### src/hw/tieu_pkg.sv
// Constants shared by the timer and input event unit
// Summary of operation
// - 32-bit counter advances once per millisecond
// - Writing tick counter reloads its starting value
// - Three periodic millisecond timers raise interrupts
// - Two-bit code selects off, rise, fall, both
// - Limit and general input triggers at fixed numbers
// - Lower interrupt number wins over higher ones
package tieu_pkg;

   // ------------------------------------------------------------
   // Time base
   // ------------------------------------------------------------
   localparam int unsigned CLK_FREQ_HZ = 250_000_000; // Reference clock rate
   localparam int unsigned TICK_PERIOD_MS = 1;        // Tick period in ms
   localparam int unsigned MS_PER_S = 1000;
   // Clock cycles in one tick
   localparam int unsigned TICK_CYCLES = CLK_FREQ_HZ / MS_PER_S * TICK_PERIOD_MS;

   // ------------------------------------------------------------
   // Command fields
   // ------------------------------------------------------------
   localparam int unsigned DATA_W = 32;      // Parameter value width
   localparam int unsigned FIELD_W = 8;      // Bank and number width
   localparam logic [7:0] BANK_GLOBAL = 8'h00; // General parameter bank
   localparam logic [7:0] BANK_IRQ = 8'h03;    // Interrupt parameter bank
   localparam logic [7:0] PAR_TICK_COUNT = 8'h84; // Tick counter number

   // ------------------------------------------------------------
   // Edge selection codes
   // ------------------------------------------------------------
   localparam logic [1:0] EDGE_OFF = 2'h0;
   localparam logic [1:0] EDGE_RISE = 2'h1;
   localparam logic [1:0] EDGE_FALL = 2'h2;
   localparam logic [1:0] EDGE_BOTH = 2'h3;
   localparam int unsigned EDGE_W = 2;

   // ------------------------------------------------------------
   // Interrupt sources, in priority order
   // ------------------------------------------------------------
   localparam int unsigned NUM_TIMERS = 3;  // Periodic timers
   localparam int unsigned NUM_INPUTS = 7;  // Left, right, five general
   localparam int unsigned NUM_SRC = 10;    // All sources
   localparam int unsigned SRC_IDX_W = 4;   // Source index width
   // Interrupt number of each source; also its parameter number
   localparam logic [7:0] IRQ_NUM [NUM_SRC] = '{
      8'h00, 8'h01, 8'h02, 8'h1B, 8'h1C,
      8'h27, 8'h28, 8'h29, 8'h2A, 8'h2B};

   // ------------------------------------------------------------
   // Reset values
   // ------------------------------------------------------------
   localparam logic [31:0] PERIOD_RST = 32'h0000_0000;
   localparam logic [31:0] TICK_RST = 32'h0000_0000;
   localparam logic [1:0] EDGE_RST = EDGE_OFF;

endpackage

### src/hw/tieu_top.sv
// Millisecond tick, interval timers and input edge interrupts
`timescale 1ns/1ps
module tieu_top #(
   parameter int unsigned TICK_CYCLES = tieu_pkg::TICK_CYCLES
) (
   input wire logic ref_clk,
   input wire logic rst,
   input wire logic cmd_valid,
   input wire logic cmd_write,
   input wire logic [7:0] cmd_bank,
   input wire logic [7:0] cmd_param,
   input wire logic [31:0] cmd_value,
   input wire logic limit_left,
   input wire logic limit_right,
   input wire logic [4:0] gp_in,
   input wire logic irq_ack,
   output logic rsp_valid,
   output logic rsp_error,
   output logic [31:0] rsp_value,
   output logic irq_valid,
   output logic [7:0] irq_number
);

   // ------------------------------------------------------------
   // Local sizes
   // ------------------------------------------------------------
   localparam int unsigned PRE_W = $clog2(TICK_CYCLES);
   localparam int unsigned NT = tieu_pkg::NUM_TIMERS;
   localparam int unsigned NI = tieu_pkg::NUM_INPUTS;
   localparam int unsigned NS = tieu_pkg::NUM_SRC;
   localparam int unsigned IW = tieu_pkg::SRC_IDX_W;
   localparam int unsigned DW = tieu_pkg::DATA_W;
   localparam int unsigned EW = tieu_pkg::EDGE_W;

   // ------------------------------------------------------------
   // Declarations
   // ------------------------------------------------------------
   logic [PRE_W-1:0] pre_reg;            // Cycle prescaler
   logic ms_tick_reg;                    // One pulse per millisecond
   logic [DW-1:0] tick_count_reg;        // Millisecond counter
   logic [DW-1:0] period_reg [NT];       // Timer periods
   logic [EW-1:0] edge_sel_reg [NI];     // Input trigger codes
   logic [NI-1:0] in_raw;                // Raw input pins
   logic [NI-1:0] sync1_reg;             // First synchroniser stage
   logic [NI-1:0] sync2_reg;             // Second synchroniser stage
   logic [NI-1:0] prev_reg;              // Last synchronised level
   logic [NI-1:0] in_hit;                // Selected edge seen
   logic [NT-1:0] tmr_fire;              // Timer fire pulses
   logic [NS-1:0] evt;                   // All new events
   logic [NS-1:0] pending_reg;           // Held interrupts
   logic [NS-1:0] pending_next;
   logic [NS-1:0] ack_mask;              // Entry cleared by ack
   logic [IW-1:0] irq_idx_reg;           // Presented source index
   logic [IW-1:0] first_idx;             // Highest priority pending
   logic dec_hit;                        // Command addresses a parameter
   logic [DW-1:0] dec_rdata;             // Read value of that parameter
   logic tick_wr;                        // Tick counter write strobe
   logic [NT-1:0] per_wr;                // Period write strobes
   logic [NI-1:0] sel_wr;                // Trigger code write strobes
   logic cmd_set;                        // Accepted set command

   assign cmd_set = cmd_valid && cmd_write;
   assign in_raw = {gp_in, limit_right, limit_left};

   // ------------------------------------------------------------
   // Millisecond time base
   // ------------------------------------------------------------

   // Prescaler wraps once each millisecond
   always_ff @(posedge ref_clk) begin
      if (rst) begin
         pre_reg <= '0;
         ms_tick_reg <= 1'b0;
      end else if (pre_reg == PRE_W'(TICK_CYCLES - 1)) begin
         pre_reg <= '0;
         ms_tick_reg <= 1'b1;
      end else begin
         pre_reg <= pre_reg + PRE_W'(1);
         ms_tick_reg <= 1'b0;
      end
   end

   // Tick counter: a write takes priority over the increment
   always_ff @(posedge ref_clk) begin
      if (rst) begin
         tick_count_reg <= tieu_pkg::TICK_RST;
      end else if (tick_wr) begin
         tick_count_reg <= cmd_value;
      end else if (ms_tick_reg) begin
         tick_count_reg <= tick_count_reg + DW'(1);
      end
   end

   // ------------------------------------------------------------
   // Parameter decode
   // ------------------------------------------------------------

   // Bank and number select one parameter
   always_comb begin
      dec_hit = 1'b0;
      dec_rdata = '0;
      tick_wr = 1'b0;
      per_wr = '0;
      sel_wr = '0;
      if (cmd_bank == tieu_pkg::BANK_GLOBAL && cmd_param == tieu_pkg::PAR_TICK_COUNT) begin
         // Tick counter, readable at any time
         dec_hit = 1'b1;
         dec_rdata = tick_count_reg;
         tick_wr = cmd_set;
      end else if (cmd_bank == tieu_pkg::BANK_IRQ) begin
         // Interrupt parameters, numbered as their interrupts
         for (int t = 0; t < NT; t++) begin
            if (cmd_param == tieu_pkg::IRQ_NUM[t]) begin
               dec_hit = 1'b1;
               dec_rdata = period_reg[t];
               per_wr[t] = cmd_set;
            end
         end
         for (int j = 0; j < NI; j++) begin
            if (cmd_param == tieu_pkg::IRQ_NUM[NT + j]) begin
               dec_hit = 1'b1;
               dec_rdata = {{(DW - EW){1'b0}}, edge_sel_reg[j]};
               sel_wr[j] = cmd_set;
            end
         end
      end
   end

   // Reply one cycle after each command
   always_ff @(posedge ref_clk) begin
      if (rst) begin
         rsp_valid <= 1'b0;
         rsp_error <= 1'b0;
         rsp_value <= '0;
      end else begin
         rsp_valid <= cmd_valid;
         rsp_error <= cmd_valid && !dec_hit;
         if (!cmd_valid || !dec_hit) begin
            // Unknown parameter: no store, zero value
            rsp_value <= '0;
         end else if (cmd_write) begin
            rsp_value <= cmd_value;
         end else begin
            rsp_value <= dec_rdata;
         end
      end
   end

   // ------------------------------------------------------------
   // Interval timers
   // ------------------------------------------------------------
   genvar g;
   generate
      for (g = 0; g < NT; g++) begin : g_tmr
         // Stored period of this timer
         always_ff @(posedge ref_clk) begin
            if (rst) begin
               period_reg[g] <= tieu_pkg::PERIOD_RST;
            end else if (per_wr[g]) begin
               period_reg[g] <= cmd_value;
            end
         end

         tieu_interval_timer #(
            .WIDTH(DW)
         ) u_timer (
            .ref_clk(ref_clk),
            .rst(rst),
            .ms_tick(ms_tick_reg),
            .restart(per_wr[g]),
            .period(period_reg[g]),
            .fire(tmr_fire[g])
         );
      end
   endgenerate

   // ------------------------------------------------------------
   // Input edge detection
   // ------------------------------------------------------------

   // Two-stage synchroniser, then one stage of history
   always_ff @(posedge ref_clk) begin
      if (rst) begin
         sync1_reg <= '0;
         sync2_reg <= '0;
         prev_reg <= '0;
      end else begin
         sync1_reg <= in_raw;
         sync2_reg <= sync1_reg;
         prev_reg <= sync2_reg;
      end
   end

   generate
      for (g = 0; g < NI; g++) begin : g_in
         // Trigger code of this input
         always_ff @(posedge ref_clk) begin
            if (rst) begin
               edge_sel_reg[g] <= tieu_pkg::EDGE_RST;
            end else if (sel_wr[g]) begin
               edge_sel_reg[g] <= cmd_value[EW-1:0];
            end
         end

         // Low bit of the code arms rising, high bit falling
         assign in_hit[g] =
            (edge_sel_reg[g][0] && sync2_reg[g] && !prev_reg[g]) ||
            (edge_sel_reg[g][1] && !sync2_reg[g] && prev_reg[g]);

         chk_edge_rise: assert property (@(posedge ref_clk) disable iff (rst)
            (edge_sel_reg[g] == tieu_pkg::EDGE_RISE && sync2_reg[g] && !prev_reg[g])
            |=> pending_reg[NT + g])
            else $error("rising edge not held as pending");

         chk_edge_off: assert property (@(posedge ref_clk) disable iff (rst)
            (edge_sel_reg[g] == tieu_pkg::EDGE_OFF || (sync2_reg[g] == prev_reg[g]))
            |-> !in_hit[g])
            else $error("disabled or steady input raised an event");
      end
   endgenerate

   // ------------------------------------------------------------
   // Pending interrupts and priority
   // ------------------------------------------------------------
   assign evt = {in_hit, tmr_fire};

   // Lowest index is lowest interrupt number
   function automatic logic [IW-1:0] first_set(input logic [NS-1:0] v);
      logic [IW-1:0] r;
      r = '0;
      for (int i = NS - 1; i >= 0; i--) begin
         if (v[i]) begin
            r = IW'(i);
         end
      end
      return r;
   endfunction

   // Acknowledge clears only the presented source
   always_comb begin
      ack_mask = '0;
      if (irq_ack && irq_valid) begin
         ack_mask[irq_idx_reg] = 1'b1;
      end
   end

   // A new event wins over a clear in the same cycle
   assign pending_next = (pending_reg & ~ack_mask) | evt;
   assign first_idx = first_set(pending_next);

   // Hold all events and present the strongest one
   always_ff @(posedge ref_clk) begin
      if (rst) begin
         pending_reg <= '0;
         irq_valid <= 1'b0;
         irq_idx_reg <= '0;
         irq_number <= '0;
      end else begin
         pending_reg <= pending_next;
         irq_valid <= |pending_next;
         irq_idx_reg <= first_idx;
         irq_number <= tieu_pkg::IRQ_NUM[first_idx];
      end
   end

   // ------------------------------------------------------------
   // Checks
   // ------------------------------------------------------------
   chk_tick_advance: assert property (@(posedge ref_clk) disable iff (rst)
      (ms_tick_reg && !tick_wr) |=> tick_count_reg == $past(tick_count_reg) + DW'(1))
      else $error("tick counter missed a millisecond");

   chk_tick_hold: assert property (@(posedge ref_clk) disable iff (rst)
      (!ms_tick_reg && !tick_wr) |=> $stable(tick_count_reg))
      else $error("tick counter moved between milliseconds");

   chk_tick_period: assert property (@(posedge ref_clk) disable iff (rst)
      ms_tick_reg |-> pre_reg == '0 && $past(pre_reg) == PRE_W'(TICK_CYCLES - 1))
      else $error("millisecond pulse at wrong prescaler count");

   chk_tick_load: assert property (@(posedge ref_clk) disable iff (rst)
      tick_wr |=> tick_count_reg == $past(cmd_value))
      else $error("tick counter not loaded by write");

   chk_left_sel_wr: assert property (@(posedge ref_clk) disable iff (rst)
      (cmd_set && cmd_bank == tieu_pkg::BANK_IRQ && cmd_param == tieu_pkg::IRQ_NUM[NT])
      |=> edge_sel_reg[0] == $past(cmd_value[EW-1:0]))
      else $error("left limit trigger code not stored");

   chk_priority: assert property (@(posedge ref_clk) disable iff (rst)
      irq_valid |-> pending_reg[irq_idx_reg] &&
      ((pending_reg & ((NS'(1) << irq_idx_reg) - NS'(1))) == '0))
      else $error("presented interrupt is not the highest priority");

   chk_no_loss: assert property (@(posedge ref_clk) disable iff (rst)
      (irq_ack && irq_valid && evt[irq_idx_reg]) |=> pending_reg[$past(irq_idx_reg)])
      else $error("event lost on simultaneous acknowledge");

   chk_ack_clear: assert property (@(posedge ref_clk) disable iff (rst)
      (irq_ack && irq_valid && !evt[irq_idx_reg]) |=> !pending_reg[$past(irq_idx_reg)])
      else $error("acknowledged interrupt still pending");

   cov_tick_load: cover property (@(posedge ref_clk) disable iff (rst) tick_wr);
   cov_timer_fire: cover property (@(posedge ref_clk) disable iff (rst) tmr_fire[0]);
   cov_two_pending: cover property (@(posedge ref_clk) disable iff (rst)
      $countones(pending_reg) > 1);
   cov_ack: cover property (@(posedge ref_clk) disable iff (rst) irq_valid && irq_ack);

endmodule

### src/hw/tieu_interval_timer.sv
// One periodic millisecond interval timer
`timescale 1ns/1ps
module tieu_interval_timer #(
   parameter int unsigned WIDTH = 32
) (
   input wire logic ref_clk,
   input wire logic rst,
   input wire logic ms_tick,
   input wire logic restart,
   input wire logic [WIDTH-1:0] period,
   output logic fire
);

   // Elapsed milliseconds since last fire
   logic [WIDTH-1:0] count_reg;
   logic [WIDTH-1:0] count_next;

   // ------------------------------------------------------------
   // Period counting
   // ------------------------------------------------------------
   assign count_next = count_reg + WIDTH'(1);

   // A zero period keeps the timer idle; a new period restarts it
   always_ff @(posedge ref_clk) begin
      if (rst) begin
         count_reg <= '0;
         fire <= 1'b0;
      end else if (restart) begin
         count_reg <= '0;
         fire <= 1'b0;
      end else if (ms_tick && period != '0) begin
         // Fire once each time the period elapses
         if (count_next >= period) begin
            count_reg <= '0;
            fire <= 1'b1;
         end else begin
            count_reg <= count_next;
            fire <= 1'b0;
         end
      end else begin
         fire <= 1'b0;
      end
   end

   // ------------------------------------------------------------
   // Checks
   // ------------------------------------------------------------
   chk_fire_cause: assert property (@(posedge ref_clk) disable iff (rst)
      fire |-> $past(ms_tick) && $past(period) != '0 && !$past(restart))
      else $error("timer fired without a tick or with zero period");

   chk_fire_clears: assert property (@(posedge ref_clk) disable iff (rst)
      fire |-> count_reg == '0)
      else $error("timer count not cleared on fire");

endmodule

### config.mk
export PLATFORM = sky130hd
export DESIGN_NAME = tieu_top
export DESIGN_NICKNAME = d
export VERILOG_FILES = /design/src/hw/tieu_pkg.sv /design/src/hw/tieu_top.sv /design/src/hw/tieu_interval_timer.sv
export SDC_FILE = /design/constraint.sdc
export NUM_CORES = 1
export LEC_CHECK = 0
export BUFFER_PORTS_ARGS = -buffer_cell sky130_fd_sc_hd__buf_2
export CAP_MARGIN = 20
export CORE_UTILIZATION = 42
export CTS_CLUSTER_SIZE = 30
export DETAILED_ROUTE_END_ITERATION = 12
export HOLD_SLACK_MARGIN = 0.08
export MAX_ROUTING_LAYER = met4
export SLEW_MARGIN = 20
export SYNTH_ARGS = -nofsm -noshare
export SYNTH_HDL_FRONTEND = slang
export SYNTH_SLANG_ARGS = --single-unit
### constraint.sdc
create_clock -name ref_clk -period 3.6 [get_ports ref_clk]
set_input_delay 0.36 -clock ref_clk [delete_from_list [all_inputs] [get_ports ref_clk]]
set_output_delay 0.36 -clock ref_clk [all_outputs]
set_load 0.02 [all_outputs]
==> metrics.txt, run 1 <==
result of the run=complete, no violations; count of antenna-violating nets left after detailed routing=0; Finish-stage setup viols=0; final worst-path setup slack=10.6 ps; final std cell area, no fill=~0.022 mm²; Port Buf Inserts=100; global-route wire length before repair=between 80000 and 90000 µm; post-synthesis average cell area=just over 9 µm²; overall routing resource usage=25.2%; fraction of power spent switching nets=approximately 25%; Reg2Reg Depth=15; Relative slew margins=about a quarter; sequential-to-total area share from yosys stat=a little over two fifths; Finished Core Util=50.7%; post-detailed-placement half-perimeter wirelength=40000 µm; count of H-tree levels built during CTS=2; number of vias in the routed layout=15.6k; post-synthesis cell area=0.0184 mm²; Std-Cell Core Area=about 0.043 mm²; routed wire length=between 50000 and 60000 µm; Setup Crit Path Kind=reg2reg; effective utilization at floorplan=between 40% and 50%; root cell of the clock tree=sky130_fd_sc_hd__clkbuf_16; WL/cell=approximately 20 µm; count of yosys warnings during synthesis=0; remaining global-route overflow=0; initial antenna violation count=0; count of cell types in the netlist=about 80; area of placed instances=between 0.015 and 0.02 mm²; crit path capture type=flop; number of placement rows=76; share of post-route cells with drive strength above 1=between 10% and 20%; Place WS=-48.9 ps; ant diodes=0; number of stages on the worst hold path=3; CTS tree=yes; cts bufs inserted=40; RSZ-0062 raised after global routing=yes; Setup crit start kind=flop; critical path peak fanout=8; hold violation total from the final report=0; number of global-route vias before repair=approximately 15k; First DRT Iteration DRCs=approximately 1.1k; vertical die dimension=~210 µm; number of nets in the layout=2343; most frequent cell after synthesis=sky130_fd_sc_hd__nor2_1; number of enable-type register cells in the synthesized netlist=110; worst slack on hold paths=around 120 ps; maximum vdd ir drop=a little under 400 µV; Switch Pwr=2.20 mW; portion of total power attributed to sequential cells=between 40% and 50%; Clock Skews=~15 ps; synth cell count leaders=239 x sky130_fd_sc_hd__nor2_1, 225 x sky130_fd_sc_hd__dfxtp_1, 149 x sky130_fd_sc_hd__nand2_1; Hold Path Origin=cmd_value[29]; setup_tns=0 ps; reg-to-reg critical path startpoint=g_tmr[1].u_timer.count_reg[1]; Pleak=about 9 nW; largest cells by area after synthesis=sky130_fd_sc_hd__dfxtp_1 24%, sky130_fd_sc_hd__edfxtp_1 18%, sky130_fd_sc_hd__ha_1 6.9%, sky130_fd_sc_hd__nor2_1 4.9%, sky130_fd_sc_hd__xnor2_1 4.2%; cells after synthesis=approximately 2.0k; combinational fraction of design power=about 6.6%; worst reg-to-reg setup slack=roughly 11 ps; via count normalized by instance count=roughly 5.6; pin slew with the least headroom to its limit=approximately 1100 ps; pin count of the biggest net entering global routing=66; post-synthesis async set-or-reset flop share=0%; CTS max path bufs=3; total count of max-transition violations in the final report=0; Clock Sinks=between 300 and 400; final critical-path share of the clock period=~100%; number of search-and-repair iterations in the first detailed-routing pass=6; DRC viols=0; type of the most critical hold path=in2reg; internal power=6.77 mW; arrival time reported for the critical path endpoint=roughly 4000 ps; Pwr Density=~410 mW/mm²; ports placed on the boundary=just over 100; Worst-Skew Late Latency=570 ps; dominant cell type by area after synthesis=sky130_fd_sc_hd__dfxtp_1; max-cap violation count=0; routability congestion estimate=around 0.95; Most used DFF post-synth=sky130_fd_sc_hd__dfxtp_1; CTS clock-pin slew for the worst setup and hold paths=60 ps; area share of the largest cell type after synthesis=around 24%; terminus of the critical flop-to-flop path=g_tmr[1].u_timer.count_reg[6]; Die ar.=0.0446 mm²; Worst Hold Path EP=rsp_value[29]; growth of design area from synthesis to finish=19.0%; Yosys reg bits=between 300 and 400; worst endpoint required time=a little over 4000 ps; FMAX=around 280 MHz; clock network power share=47.7%; horizontal die dimension=~210 µm; fin crit period=roughly 3600 ps
## worst max-delay path, stage by stage (launching register included)
cell	delay (ps)
sky130_fd_sc_hd__dfxtp_2	350
sky130_fd_sc_hd__nand2_2	70
sky130_fd_sc_hd__or3_4	420
sky130_fd_sc_hd__nor4_4	280
sky130_fd_sc_hd__buf_4	180
sky130_fd_sc_hd__nand4_4	180
sky130_fd_sc_hd__or3_4	440
sky130_fd_sc_hd__nand2_2	100
sky130_fd_sc_hd__ha_4	130
sky130_fd_sc_hd__nand4_1	160
sky130_fd_sc_hd__buf_4	180
sky130_fd_sc_hd__buf_4	120
sky130_fd_sc_hd__a211o_1	280
sky130_fd_sc_hd__nand4_1	270
sky130_fd_sc_hd__buf_4	190
sky130_fd_sc_hd__o211ai_1	110
## power by group through the flow
stage,clock (mW),combinational (mW),sequential [mW]
final,4.28,0.596,4.09
after detailed placement,0,0.570,4.17
after floorplan,0,0.334,4.14
after CTS,4.35,0.582,4.09
after global placement,0,0.561,4.17
after global routing,4.48,0.648,4.10
## routing by layer
metal / vias up / global-route usage (%) / part of all wire, %
li1: 7525 / - / -
met1: 7428 / 33.8 / 44
met2: 576 / 39.4 / 46
met3: 95 / 3.17 / 6.4
met4: 0 / 8.40 / 2.8
met5: - / - / 0
## cell families after synthesis
family | after synthesis | share of synthesized area (%)
compound gates | 356 | 13.3
xor+xnor | 151 | 7.19
fa+ha+maj | 101 | 6.87
buf+inv | 216 | 4.69
flops | 335 | 42.5
mux | 36 | 1.97
other cells | 1 | 0.0204
simple gates | 836 | 23.5
## cell type report
| cell class | instances | area, µm² |
|---|---|---|
| clock buffer | 55 | 1200 |
| clock inverter | 19 | 203 |
| fill | 4027 | 21300 |
| inverter | 116 | 440 |
| multi-input combinational | 1482 | 10100 |
| sequential | 335 | 7820 |
| tap | 585 | 732 |
| timing repair buffer | 207 | 1390 |
## worst max path at each step
stage / to / cells after the start / start / slack (ps)
after floorplan: g_tmr[2].u_timer.count_reg[10] / 16 / g_tmr[2].u_timer.count_reg[7] / 80
after global placement: g_tmr[2].u_timer.count_reg[26] / 14 / g_tmr[2].u_timer.count_reg[4] / 6
after detailed placement: g_tmr[0].u_timer.count_reg[15] / 15 / g_tmr[0].u_timer.count_reg[0] / -50
after CTS: g_tmr[1].u_timer.count_reg[26] / 14 / g_tmr[1].u_timer.count_reg[4] / 0.4
after global routing: g_tmr[1].u_timer.count_reg[6] / 16 / g_tmr[1].u_timer.count_reg[1] / -170
final: g_tmr[1].u_timer.count_reg[6] / 15 / g_tmr[1].u_timer.count_reg[1] / 10
## layout by cell type (no fill, tap or decap), drive strengths merged, types with 37 or more instances in the layout
cell and instances:
buf 198, nand3 77, and2 111, edfxtp 110, clkbuf 55, dfxtp 225
a21oi 96, nor4 37, nand2 149, nor2 239, inv 118, xor2 63
xnor2 88, o22ai 40, ha 101, nand4 45
## per-stage QoR
stage          power (mW)  cells
5_1_grt              9.23   2799
3_5_place_dp         4.74   2698
4_1_cts              9.03   2783
6_report             8.97   2799
3_3_place_gp         4.73   2698
2_1_floorplan        4.47   2033
## timing repair
action	in CTS	in global routing
resized for setup	17	80
pin swaps	10	44
cloned	0	2
setup buffers	3	14
hold buffers	8	0
hold endpoints to repair	9	0
endpoints found under the setup margin	62	99
Note: power is estimated with default switching activity, not from simulation.
==> inputs of run 2 (changes only) <==
PLACE_DENSITY = 0.58   (was unset)
==> run 2 against run 1 <==
Net effect:
- final cell count increased by 0.18%
- clock power is 3% lower
- sequential share of layout area is 0.086 points higher
- first-iteration DRC count is 2.5% higher
- setup slack better by 91 ps
- register-to-register slack better by 90 ps
- largest power group unchanged
==> metrics.txt, run 2 (synthesis gave the netlist of run 1 again) <==
instance count after placement with tap cells included=between 2k and 3k; type of the most critical hold path=in2reg; critical path peak fanout=8; Hold Path Origin=cmd_value[9]; vertical die dimension=211 µm; final std cell area, no fill=around 0.022 mm²; total count of max-transition violations in the final report=0; First DRT Iteration DRCs=approximately 1.2k; fillcell total=4118; global-route wire length before repair=around 85000 µm; number of nets in the layout=between 2k and 2.5k; Place WS=-292 ps; number of search-and-repair iterations in the first detailed-routing pass=5; effective utilization at floorplan=~43%; routability congestion estimate=0.911; hold violation total from the final report=0; DRC viols=0; post-detailed-placement half-perimeter wirelength=between 40000 and 50000 µm; Reg2Reg Depth=16; CTS clock-pin slew for the worst setup and hold paths=about 60 ps; initial antenna violation count=1; fin crit period=between 3000 and 4000 ps; Clock Sinks=roughly 340; Relative slew margins=slightly below 40%; number of stages on the worst hold path=3; number of global-route vias before repair=about 15k; total power draw=8.83 mW; number of placement rows=76; Worst-Skew Late Latency=approximately 580 ps; count of antenna-violating nets left after detailed routing=0; ports placed on the boundary=slightly above 100; arrival time reported for the critical path endpoint=3960 ps; max-cap violation count=0; CTS tree=yes; most common library cell in the layout ignoring fill and taps=sky130_fd_sc_hd__nor2_1; final critical-path share of the clock period=between 90 and 100%; reg-to-reg critical path startpoint=g_tmr[1].u_timer.count_reg[0]; pin count of the biggest net entering global routing=between 60 and 70; routed wire length=approximately 56000 µm; maximum vdd ir drop=300 µV; Finish-stage setup viols=0; worst endpoint required time=slightly above 4000 ps; remaining global-route overflow=0; share of post-route cells with drive strength above 1=16.1%; Setup Crit Path Kind=reg2reg; Clock Skews=14.4 ps; cts bufs inserted=40; Port Buf Inserts=100; commonest cells after routing, fill and taps aside=234 x sky130_fd_sc_hd__nor2_1, 214 x sky130_fd_sc_hd__dfxtp_1, 147 x sky130_fd_sc_hd__nand2_1; Pleak=9.03 nW; growth of design area from synthesis to finish=18.7%; WL/cell=20.0 µm; Setup crit start kind=flop; result of the run=complete, no violations; CTS max path bufs=3; FMAX=around 290 MHz; overall routing resource usage=between 20% and 30%; count of H-tree levels built during CTS=2; via count normalized by instance count=5.57; number of vias in the routed layout=roughly 16k; pin slew with the least headroom to its limit=between 900 and 1000 ps; root cell of the clock tree=sky130_fd_sc_hd__clkbuf_16; post-route insts no fill=approximately 2.8k; Pwr Density=approximately 400 mW/mm²; area of placed instances=between 0.015 and 0.02 mm²; horizontal die dimension=about 210 µm; worst setup path start=g_tmr[1].u_timer.count_reg[0]; final worst-path setup slack=between 100 and 150 ps; Die ar.=0.0446 mm²; setup_tns=0 ps; crit path capture type=flop; Std-Cell Core Area=~0.043 mm²
==> run 2: cell types whose count changed in the layout (fill, tap and decap cells not counted), sizes merged <==
cell / previous run / this run
inv: 118 / 121
clkdlybuf4s15: 1 / 0
clkinv: 13 / 14
buf: 198 / 202
clkbuf: 55 / 53
bufinv: 3 / 2
diode: 0 / 1
==> run 2: routing by layer <==
metal,wire [µm],vias to the layer above,global-route usage [%],part of all wire [%]
li1,-,7537,-,-
met1,24600,7496,32.9,44
met4,2080,0,10.7,3.7
met2,25900,454,40.2,46
met3,3430,121,4.15,6.1
met5,0,-,-,0
==> run 2: worst paths after layout <==
path | end | slack (ps)
worst max register to register | g_tmr[1].u_timer.count_reg[2] | 100
worst min-delay path | rsp_value[9] | 100
worst min register to register | sync2_reg[3] | 430
worst max-delay path | g_tmr[1].u_timer.count_reg[2] | 100
==> run 2: through the flow <==
step | utilization [%] | hold WS, ps
finish | 50.6 | 97.8
global route | 50.6 | 113
CTS | 49.5 | 84.7
detailed placement | 46.1 | 420
global placement | 46.1 | 423
floorplan | - | 413
==> run 2: power by group <==
| group | total, mW | leakage, nW | switching [mW] | internal (mW) |
|---|---|---|---|---|
| clock | 4.15 | 0.670 | 1.72 | 2.42 |
| sequential | 4.09 | 2.87 | 0.0935 | 4.00 |
| combinational | 0.590 | 5.49 | 0.390 | 0.200 |
==> run 2: what timing repair did <==
| item | in CTS | in global routing |
|---|---|---|
| resized for setup | 10 | 77 |
| setup buffers | 2 | 12 |
| hold buffers | 8 | 0 |
| endpoints found under the hold margin | 9 | 0 |
| setup endpoints to repair | 59 | 99 |
| gates cloned | 0 | 2 |
| pin swaps | 3 | 34 |
==> run 2: layout make-up <==
class                   instances  area (µm²)  area share, %
flip-flops and latches        335        7820           35.8
clock buffers                  52        1150           5.27
well taps                     585         732           3.35
diodes                          1        2.50         0.0115
inverters                     116         440           2.02
multi-input cells            1482       10000           46.0
clock inverters                22         195          0.894
repair buffers                211        1440           6.57
==> run 2: worst max-delay path, stage by stage, from the launching register on <==
cell and delay, ps:
sky130_fd_sc_hd__dfxtp_4 370, sky130_fd_sc_hd__ha_2 180, sky130_fd_sc_hd__and3_4 200, sky130_fd_sc_hd__nand3_4 90
sky130_fd_sc_hd__nor4_4 380, sky130_fd_sc_hd__buf_4 170, sky130_fd_sc_hd__buf_4 110, sky130_fd_sc_hd__nand2_1 60
sky130_fd_sc_hd__xnor2_1 150, sky130_fd_sc_hd__ha_1 310, sky130_fd_sc_hd__nand4_1 150, sky130_fd_sc_hd__buf_4 180
sky130_fd_sc_hd__nand2b_1 130, sky130_fd_sc_hd__a211o_1 330, sky130_fd_sc_hd__and3_4 210, sky130_fd_sc_hd__a21oi_4 260
sky130_fd_sc_hd__nor2_1 90
